--- src/rtl/xfer_wait_consts.svh ---
// Constants for the transfer, test and wait instruction decoder
`ifndef XFER_WAIT_CONSTS_SVH
`define XFER_WAIT_CONSTS_SVH
`define OP_PREFIX_Y      8'h18
`define OP_TEST_MODE     8'h00
`define OP_A_TO_FLAGS    8'h06
`define OP_FLAGS_TO_A    8'h07
`define OP_MEM_CHK_EXT   8'h7D
`define OP_MEM_CHK_IDX   8'h6D
`define OP_ACC_A_CHK     8'h4D
`define OP_ACC_B_CHK     8'h5D
`define OP_SP_TO_IDX     8'h30
`define OP_IDX_TO_SP     8'h35
`define OP_WAIT_INT      8'h3E
`define CYC_INH_SHORT    5'h02
`define CYC_XFER_X       5'h03
`define CYC_MEM_CHK      5'h06
`define CYC_WAIT_STACK   5'h0C
`define CYC_WAIT_VECTOR  5'h02
`define FLAG_X_BIT       6
`define FLAG_N_BIT       3
`define FLAG_Z_BIT       2
`define FLAG_V_BIT       1
`define FLAG_C_BIT       0
`define FLAGS_RESET      8'hD0
`define SP_RESET         16'h0000
`endif

--- src/rtl/xfer_wait_pkg.sv ---
// Types for the transfer, test and wait instruction decoder
package xfer_wait_pkg;
   typedef enum logic [5:0] {
      ST_FETCH  = 6'b000001,
      ST_EXEC   = 6'b000010,
      ST_STACK  = 6'b000100,
      ST_IDLE   = 6'b001000,
      ST_VECTOR = 6'b010000,
      ST_TEST   = 6'b100000
   } cpu_state_t;
endpackage

--- src/rtl/xfer_wait_decode.sv ---
// Decode and timing of transfer, test and wait instructions
//
// Contract
// RULE1: Opcode 06, 2 cycles: flags from A; X mask may clear, never set.
// RULE2: Opcode 07, 2 cycles: flags copied to A, flags unchanged.
// RULE3: Opcode 00 in test mode increments the address bus until reset.
// RULE4: Memory check: N,Z from operand, V,C cleared; 6 cycles, 7 with prefix.
// RULE5: Opcodes 4D/5D, 2 cycles: N,Z from accumulator, V,C cleared.
// RULE6: Stack pointer plus one into index; 3 cycles for X, 4 for Y.
// RULE7: Index minus one into stack pointer; 3 cycles for X, 4 for Y.
// RULE8: Wait: 12 stacking cycles, n idle cycles, 2 vector cycles.
// RULE9: Direct address is operand byte with a zero high byte.
// RULE10: Indexed address is index plus unsigned operand byte.
// RULE11: Relative target is next address plus sign-extended offset.
// RULE12: Prefix 18 selects the Y form and adds one cycle.
`timescale 1ns/1ps
`include "xfer_wait_consts.svh"
module xfer_wait_decode
(
   input  wire logic        clk,
   input  wire logic        reset,
   input  wire logic        op_valid,
   input  wire logic [7:0]  op_byte,
   input  wire logic [7:0]  operand_lo,
   input  wire logic [7:0]  operand_hi,
   input  wire logic [7:0]  mem_data,
   input  wire logic [15:0] next_pc,
   input  wire logic        test_mode,
   input  wire logic        int_pending,
   input  wire logic [7:0]  acc_a,
   input  wire logic [7:0]  acc_b,
   output logic             busy,
   output logic             done,
   output logic [7:0]       flags,
   output logic [15:0]      stack_ptr,
   output logic [15:0]      index_reg_one,
   output logic [15:0]      index_reg_two,
   output logic [7:0]       acc_a_out,
   output logic             acc_a_load,
   output logic [15:0]      addr_bus,
   output logic [15:0]      direct_addr,
   output logic [15:0]      indexed_addr,
   output logic [15:0]      relative_addr,
   output logic             waiting
);
   localparam logic [4:0] ONE = 5'h01;

   xfer_wait_pkg::cpu_state_t state_reg, state_next;
   logic        prefix_reg;
   logic [7:0]  op_reg;
   logic [7:0]  mem_reg;
   logic [4:0]  cnt_reg;

   // Cycle counts per opcode; prefix adds one
   wire  [4:0] base_cycles =
      (op_byte == `OP_MEM_CHK_EXT || op_byte == `OP_MEM_CHK_IDX) ? `CYC_MEM_CHK :
      (op_byte == `OP_SP_TO_IDX || op_byte == `OP_IDX_TO_SP) ? `CYC_XFER_X :
      `CYC_INH_SHORT;
   // Y forms pay their extra cycle in the separate prefix fetch
   wire  [4:0] op_cycles  = base_cycles; // RULE4 RULE6 RULE7 RULE12

   wire        is_prefix  = op_valid && op_byte == `OP_PREFIX_Y;
   wire        start      = op_valid && !is_prefix;
   wire        is_wait    = op_byte == `OP_WAIT_INT;
   wire        is_test    = op_byte == `OP_TEST_MODE && test_mode; // RULE3
   wire [15:0] sel_index  = prefix_reg ? index_reg_two : index_reg_one; // RULE12

   // Address formation for all operand forms
   wire [15:0] dir_a  = {8'h00, operand_lo}; // RULE9
   wire [15:0] idx_a  = sel_index + {8'h00, operand_lo}; // RULE10
   wire [15:0] rel_a  = next_pc + {{8{operand_lo[7]}}, operand_lo}; // RULE11
   wire [15:0] ext_a  = {operand_hi, operand_lo};
   wire [15:0] mem_a  = (op_byte == `OP_MEM_CHK_EXT) ? ext_a : idx_a;

   // Flag results
   wire [7:0] chk_val  = (op_reg == `OP_ACC_A_CHK) ? acc_a :
                         (op_reg == `OP_ACC_B_CHK) ? acc_b : mem_reg;
   wire [7:0] chk_flags = {flags[7:4], chk_val[7], chk_val == 8'h00, 2'b00}; // RULE4 RULE5
   // X mask only falls: hardware never lets software raise it
   wire [7:0] tap_flags = {acc_a[7], acc_a[`FLAG_X_BIT] & flags[`FLAG_X_BIT],
                           acc_a[5:0]}; // RULE1
   wire       exec_last = state_reg == xfer_wait_pkg::ST_EXEC && cnt_reg == ONE;

   always_comb
   begin
      state_next = state_reg;
      case (state_reg)
         xfer_wait_pkg::ST_FETCH:
            if (start && is_test)
               state_next = xfer_wait_pkg::ST_TEST;
            else if (start && is_wait)
               state_next = xfer_wait_pkg::ST_STACK;
            else if (start)
               state_next = xfer_wait_pkg::ST_EXEC;
         xfer_wait_pkg::ST_EXEC:
            if (cnt_reg == ONE)
               state_next = xfer_wait_pkg::ST_FETCH;
         xfer_wait_pkg::ST_STACK:
            if (cnt_reg == ONE)
               state_next = xfer_wait_pkg::ST_IDLE;
         // No time limit: only a recognised interrupt ends the wait
         xfer_wait_pkg::ST_IDLE:
            if (int_pending)
               state_next = xfer_wait_pkg::ST_VECTOR;
         xfer_wait_pkg::ST_VECTOR:
            if (cnt_reg == ONE)
               state_next = xfer_wait_pkg::ST_FETCH;
         // Only reset leaves the test loop
         xfer_wait_pkg::ST_TEST:
            state_next = xfer_wait_pkg::ST_TEST; // RULE3
         default:
            state_next = xfer_wait_pkg::ST_FETCH;
      endcase
   end

   always_ff @(posedge clk or posedge reset)
   begin
      if (reset)
      begin
         state_reg <= xfer_wait_pkg::ST_FETCH;
         cnt_reg   <= 5'h00;
         op_reg    <= 8'h00;
         mem_reg   <= 8'h00;
      end
      else
      begin
         state_reg <= state_next;
         if (state_reg == xfer_wait_pkg::ST_FETCH && start)
         begin
            op_reg  <= op_byte;
            mem_reg <= mem_data;
            // Fetch cycle counts as the first cycle
            cnt_reg <= is_wait ? `CYC_WAIT_STACK - ONE : op_cycles - ONE; // RULE8
         end
         else if (state_reg == xfer_wait_pkg::ST_IDLE && int_pending)
            cnt_reg <= `CYC_WAIT_VECTOR; // RULE8
         else if (cnt_reg != 5'h00)
            cnt_reg <= cnt_reg - ONE;
      end
   end

   // Prefix lives until the last execute cycle, or the stacking cycles, of the opcode it precedes
   // A repeated prefix only sets the flag again
   always_ff @(posedge clk or posedge reset)
   begin
      if (reset)
         prefix_reg <= 1'b0;
      else if (state_reg == xfer_wait_pkg::ST_FETCH && is_prefix)
         prefix_reg <= 1'b1; // RULE12
      else if (exec_last || state_reg == xfer_wait_pkg::ST_STACK)
         prefix_reg <= 1'b0;
   end

   always_ff @(posedge clk or posedge reset)
   begin
      if (reset)
      begin
         flags         <= `FLAGS_RESET;
         stack_ptr     <= `SP_RESET;
         index_reg_one <= 16'h0000;
         index_reg_two <= 16'h0000;
         acc_a_out     <= 8'h00;
         acc_a_load    <= 1'b0;
      end
      else
      begin
         acc_a_load <= 1'b0;
         if (exec_last)
         begin
            case (op_reg)
               `OP_A_TO_FLAGS: flags <= tap_flags; // RULE1
               `OP_FLAGS_TO_A:
               begin
                  acc_a_out  <= flags; // RULE2
                  acc_a_load <= 1'b1;
               end
               `OP_MEM_CHK_EXT, `OP_MEM_CHK_IDX, `OP_ACC_A_CHK, `OP_ACC_B_CHK:
                  flags <= chk_flags; // RULE4 RULE5
               `OP_SP_TO_IDX:
                  if (prefix_reg)
                     index_reg_two <= stack_ptr + 16'h0001; // RULE6
                  else
                     index_reg_one <= stack_ptr + 16'h0001; // RULE6
               `OP_IDX_TO_SP:
                  stack_ptr <= sel_index - 16'h0001; // RULE7
               default:
                  flags <= flags;
            endcase
         end
      end
   end

   // Address bus and status
   always_ff @(posedge clk or posedge reset)
   begin
      if (reset)
      begin
         addr_bus      <= 16'h0000;
         direct_addr   <= 16'h0000;
         indexed_addr  <= 16'h0000;
         relative_addr <= 16'h0000;
         busy          <= 1'b0;
         done          <= 1'b0;
         waiting       <= 1'b0;
      end
      else
      begin
         direct_addr   <= dir_a;
         indexed_addr  <= idx_a;
         relative_addr <= rel_a;
         // Operand address is latched as the opcode is taken
         if (state_next == xfer_wait_pkg::ST_TEST)
            addr_bus <= addr_bus + 16'h0001; // RULE3
         else if (state_reg == xfer_wait_pkg::ST_FETCH && start)
            addr_bus <= mem_a;
         busy    <= state_next != xfer_wait_pkg::ST_FETCH;
         done    <= state_reg != xfer_wait_pkg::ST_FETCH
                    && state_reg != xfer_wait_pkg::ST_TEST
                    && state_next == xfer_wait_pkg::ST_FETCH;
         waiting <= state_next == xfer_wait_pkg::ST_IDLE; // RULE8
      end
   end
endmodule // xfer_wait_decode

--- config.mk ---
export PLATFORM = sky130hd
export DESIGN_NAME = xfer_wait_decode
export DESIGN_NICKNAME = d
export VERILOG_FILES = /design/src/rtl/xfer_wait_pkg.sv /design/src/rtl/xfer_wait_decode.sv
export VERILOG_INCLUDE_DIRS = /design/src /design/src/rtl
export SDC_FILE = /design/constraint.sdc
export NUM_CORES = 1
export LEC_CHECK = 0
export ABC_AREA = 1
export BUFFER_PORTS_ARGS = -buffer_cell sky130_fd_sc_hd__buf_2
export CAP_MARGIN = 30
export CORE_UTILIZATION = 30
export CTS_CLUSTER_DIAMETER = 60
export DETAILED_ROUTE_END_ITERATION = 12
export HOLD_SLACK_MARGIN = 0.06
export PLACE_DENSITY = 0.5
export SETUP_SLACK_MARGIN = 0.05
export SLEW_MARGIN = 20
export SYNTH_ARGS = -nofsm -noshare
export SYNTH_HDL_FRONTEND = slang
export SYNTH_SLANG_ARGS = --single-unit
--- constraint.sdc ---
create_clock -name clk -period 10.9 [get_ports clk]
set_input_delay 1.635 -clock clk [delete_from_list [all_inputs] [get_ports clk]]
set_output_delay 1.635 -clock clk [all_outputs]
set_load 0.005 [all_outputs]
# After elaboration in Yosys (flattened, before gate mapping)
# Index checks and enable logic that the tools add are counted.
# totals
ff_bits	152
wordCells	110
out_inout_bits	132
# classes
bitwise_logic	3
n_addsub	7
n_reduce_logical	30
eq_ne	27
mux	24
# ops
op	count
$mux 16	4
$eq 8x7->1 const B	6
$eq 8x6->1 const B	5
$mux 6	6
$add 16x1->16 const B	2
$pmux 6 s5	1
$mux 5	4
$add 16x16->16	1
$add 16x8->16	1
$eq 8x3->1 const B	2
$logic_not 8->1	2
$mux 8	2
$pmux 8 s2	1
$sub 16x1->16 const B	1
$eq 6x1->1 const B	2
$eq 6x4->1 const B	2
$eq 6x6->1 const B	2
$ne 6x1->1 const B	2
$logic_and 1x1->1	11
$reduce_and 3->1	3
$eq 8x5->1 const B	1
$eq 6x2->1 const B	1
$eq 6x3->1 const B	1
$eq 6x5->1 const B	1
16 further kinds	27

# Logic depth before layout (Yosys ltp)
# depth
word_depth	10
mapped_depth	18

# Least setup slack after synthesis
# OpenSTA, ideal clock, no wires.
# synth_path
path_type	input to register
start	input port operand_lo[2]
end	register relative_addr[11]
setup_ps	121
setup_slack_ps	7755
cell_stages	9
path_buffers	0
arrival_ps	3024
required_ps	10779
cell_sequence	ha_1 -> nand2_1 -> o21ai_0 -> a21oi_1 -> o21ai_0 -> and2_1 -> nor2_1 -> nand2_1 -> nand2_1
# synth_via
elab_chain_len	1
# synth_rtl
element	line	source
from (decl)	xfer_wait_decode.sv:24	input wire logic [7:0] operand_lo,
$add 16x16->16	xfer_wait_decode.sv:71	wire [15:0] rel_a = next_pc + {{8{operand_lo[7]}}, operand_lo};
named net rel_a[11]	xfer_wait_decode.sv:71	
to (signal assigned)	xfer_wait_decode.sv:210	relative_addr <= rel_a;
to (decl)	xfer_wait_decode.sv:43	output logic [15:0] relative_addr,
# The timed path passes the listed nets, and every way through them passes these cells.
# A chain may end at the register's enable or synchronous reset.

# Worst setup path after layout
# layout_path
start	input port op_byte[5]
end	register addr_bus[11]
# layout_via
elab_chain_len	10
elab_cells_between_ends	20
cone_classes	4 x eq/ne; 7 x mux; 9 x reduce/logical
# layout_rtl
element	line	source
from (decl)	xfer_wait_decode.sv:23	input wire logic [7:0] op_byte,
$eq 8x5->1 (no source line)	n/a	
$logic_and 1x1->1 (no source line)	n/a	
$logic_not 1->1	xfer_wait_decode.sv:63	wire start = op_valid && !is_prefix;
$logic_and 1x1->1	xfer_wait_decode.sv:63	
$mux 6 / $logic_and 1x1->1 (equally long branches)	xfer_wait_decode.sv:93, xfer_wait_decode.sv:91	
$mux 6	xfer_wait_decode.sv:91	else if (start && is_wait)
$mux 6	xfer_wait_decode.sv:89	if (start && is_test)
$pmux 6 s5	xfer_wait_decode.sv:87	case (state_reg)
$eq 6x6->1	xfer_wait_decode.sv:212	if (state_next == xfer_wait_pkg::ST_TEST)
$mux 16 / $reduce_bool 2->1 (equally long branches)	n/a	
to (signal assigned)	xfer_wait_decode.sv:213	addr_bus <= addr_bus + 16'h0001;
to (signal assigned)	xfer_wait_decode.sv:215	addr_bus <= mem_a;
to (decl)	xfer_wait_decode.sv:40	output logic [15:0] addr_bus,
# Parallel ways exist; a longest one is shown, timed or not. The select of a mux whose other input is x is not followed.

==> results.md <==
- Status: finished, final reports clean
- Gate Count Post-Synth: 1,084
- Clock Latency Late Sink: approximately 430 ps
- Internal: ~1.2 mW
- Total CTS buffers: 17
- Final min period: ~3700 ps
- Initial antenna violation count: 0
- PD cells: 182 mW/mm2
- Worst IR Drop VDD: 0.0804 mV
- Leak: roughly 5.5 nW
- Post-synthesis xor/xnor area fraction: 5.61%
- Post-CTS Setup Bufs: 0
- First drt pass iteration count: 5
- Ys flop type: dfrtp_1
- R2r startpoint: prefix_reg
- Maximum number of pins on one net before global-route repair: between 70 and 80
- Net switching power figure: 0.709 mW
- Core Area: 0.0279 mm2
- Setup tns final: 0 ps
- Synth warn: 0
- Setup Skew: 10.1 ps
- Post-Synth Simple-Gate Area: 28.7%
- Worst-path fanout max: 20
- Clock Sinks: 152
- Final worst slack: 7220 ps
- Area grow syn2layout: 22.7%
- Count of final hold-check violations: 0
- Clock share of power: 32.3%
- Slew @ Worst Pin: around 750 ps
- Post-synthesis mux area share: 0.131%
- N_diodes: 0
- Crit. Startpoint: op_byte[5]
- Flop pwr share: a little under two fifths
- # hold bufs at CTS: 0
- #FFs+latches synth: 152
- Gpl congestion: 0.887
- Root Driver: clkbuf_16
- Slew HR: 49.3%
- CTS clk-pin slew, worst paths: 70 ps
- Largest family of logic cells by synthesized area: simple AND/OR/NAND/NOR gates
- Routed vias: 7,760
- RSZ-0062 raised after global routing: no
- Final period util: 33.8%
- CTS H-tree lvls: 4
- Die width: 171 um
- Worst slack at placement: 6820 ps
- Initial DRC count: about 470
- Final #Nets: 1,379
- Post-synth EDFFs: 0
- Port buffer count: about 190
- Die area: around 0.029 mm2
- First-pass GRT wire length: 40,000 um
- Worst Path Required: ~11,000 ps
- Share of post-route cells with drive strength above 1: 21.2%
- Initial Util: 30.7%
- Detailed-route wire length: 25,500 um
- TritonCTS clock tree: yes
- Hold_sp: flags[6]
- Vias in the first global route: 7,344
- Detailed-route DRC error count: 0
- Drt wl/cell: approximately 15 um
- Post-DP HPWL: 19,500 um
- Crit. End Element: flop
- Total of max-cap violations: 0
- Avg Inst Size Synth: 7.91 um2
- Io pins: about 200
- Post-CTS Resized: 0
- Post-route ant nets: 0
- FP Rows: ~60
- Synth Area in Compound Gates: 9.52%
- Die Height: 171 um
- Setup Viol. Count Final: 0
- Critical path startpoint category: input pin
- Register area share after synthesis: 44.4%
- Post-synthesis cell area: 0.00858 mm2
- Gr ovfl total: 0
- Hold Crit Class: flop to flop
- Adder-cell area share of the yosys netlist: under 10%
- Synth cell types: 50
- Ys async rst share: 100%
- Critical path type: input pin to flop
- Crit path arrival time: 4000 ps
- Longest Clk Path Bufs: 2
- Combinational power share: 29.8%
- FF-to-FF setup slack: 7570 ps
- Net Sw Frac: 37.0%
- Max-slew violation count: 0
- Vias per cell: around 4.6
- Tot GR Track Use: approximately 18%
- Fmax: 272 MHz
[synth_stat cells, types with 5 or more instances]
library cell,count,share of area (%)
nor2_2,8,0.58
and2_1,8,0.58
a21oi_1,32,1.9
nand2_1,328,14
dfrtp_1,148,43
nand3_1,71,4.1
ha_1,29,4.2
o211ai_1,5,0.44
inv_1,104,4.6
xor2_1,36,3.7
xnor2_1,19,1.9
o31ai_1,7,0.61
nor2_1,69,3.0
inv_2,8,0.35
nand4_1,15,1.1
o22ai_1,5,0.36
o21ai_0,65,3.8
nand2_2,7,0.51
buf_2,10,0.58
buf_4,11,0.96
o21ai_1,15,0.87
nor3_1,23,1.3
nor4_1,8,0.58
[cell families after synthesis]
group / after synthesis
AND/OR/NAND/NOR: 559
flip-flops: 152
buffers and inverters: 139
adder cells (fa/ha/maj): 31
AO/OA/AOI/OAI: 146
other: 1
XOR/XNOR: 55
multiplexers: 1
[metal layers]
| metal | vias up | global-route usage, % | part of all wire, % |
|---|---|---|---|
| met1 | 3638 | 26.6 | 51 |
| met5 | - | 0 | 0 |
| met4 | 0 | 4.93 | 1.3 |
| met3 | 21 | 2.89 | 4.5 |
| met2 | 183 | 26.4 | 43 |
| li1 | 3918 | - | - |
[placed cells by master, fill, tap and decap left out, types with 3 or more instances in the layout]
| master | synthesis | final |
|---|---|---|
| a21o_1 | 3 | 3 |
| a21oi_1 | 32 | 32 |
| a31oi_1 | 3 | 3 |
| and2_1 | 8 | 8 |
| buf_2 | 10 | 192 |
| buf_4 | 11 | 3 |
| clkbuf_16 | 0 | 17 |
| conb_1 | 1 | 8 |
| dfrtp_1 | 148 | 148 |
| dfstp_2 | 4 | 4 |
| ha_1 | 29 | 29 |
| inv_1 | 104 | 103 |
| inv_2 | 8 | 8 |
| inv_6 | 0 | 7 |
| inv_8 | 0 | 3 |
| nand2_1 | 328 | 328 |
| nand2_2 | 7 | 7 |
| nand3_1 | 71 | 71 |
| nand3b_1 | 3 | 3 |
| nand4_1 | 15 | 15 |
| nor2_1 | 69 | 69 |
| nor2_2 | 8 | 8 |
| nor3_1 | 23 | 23 |
| nor3_2 | 4 | 4 |
| nor4_1 | 8 | 8 |
| o211ai_1 | 5 | 5 |
| o21ai_0 | 65 | 65 |
| o21ai_1 | 15 | 15 |
| o22ai_1 | 5 | 5 |
| o31ai_1 | 7 | 7 |
| or2_2 | 4 | 4 |
| xnor2_1 | 19 | 19 |
| xor2_1 | 36 | 36 |
[cell type report]
cell class / count / area (um2)
Inverter: 112 / 425
Timing Repair Buffer: 196 / 1010
Sequential cell: 152 / 3810
Clock buffer: 17 / 425
Multi-Input combinational cell: 800 / 4210
Clock inverter: 15 / 179
Tap cell: 378 / 473
Fill cell: 3022 / 17400
[power by group through the flow]
stage	clock network, mW	registers, mW	logic [mW]
4_1_cts	0.637	0.727	0.575
2_1_floorplan	0	0.729	0.396
5_1_grt	0.658	0.738	0.652
3_3_place_gp	0	0.737	0.569
6_report	0.619	0.728	0.572
3_5_place_dp	0	0.738	0.571
[per-stage QoR]
step / cell area (um2) / std cells / utilization (%) / hold slack (ps) / total power, mW
after floorplan: 8610 / 1091 / - / 442 / 1.13
after global placement: 9900 / 1637 / 35.4 / 455 / 1.31
after detailed placement: 9900 / 1637 / 35.4 / 453 / 1.31
after CTS: 10500 / 1669 / 37.6 / 464 / 1.94
after global routing: 10500 / 1670 / 37.7 / 507 / 2.05
final: 10500 / 1670 / 37.7 / 462 / 1.92
[critical path: stages]
cell and delay, ps:
buf_2 130, nor3_1 270, nand2_1 150, nand2_1 150, inv_1 90, nand2_1 500, nand2_1 390, inv_1 450
nor2_1 100, nand2_1 80, nand2_1 50
[path summary, 6_finish.rpt]
kind                                     end  depth (start not counted)
setup / recovery                addr_bus[11]                         11
hold / removal                      flags[6]                          2
setup reg to reg                addr_bus[14]                         18
hold reg to reg                     flags[6]                          2
max in group asynchronous     direct_addr[6]                          4
min in group asynchronous  index_reg_two[13]                          2
(Power assumes the default switching activity.)
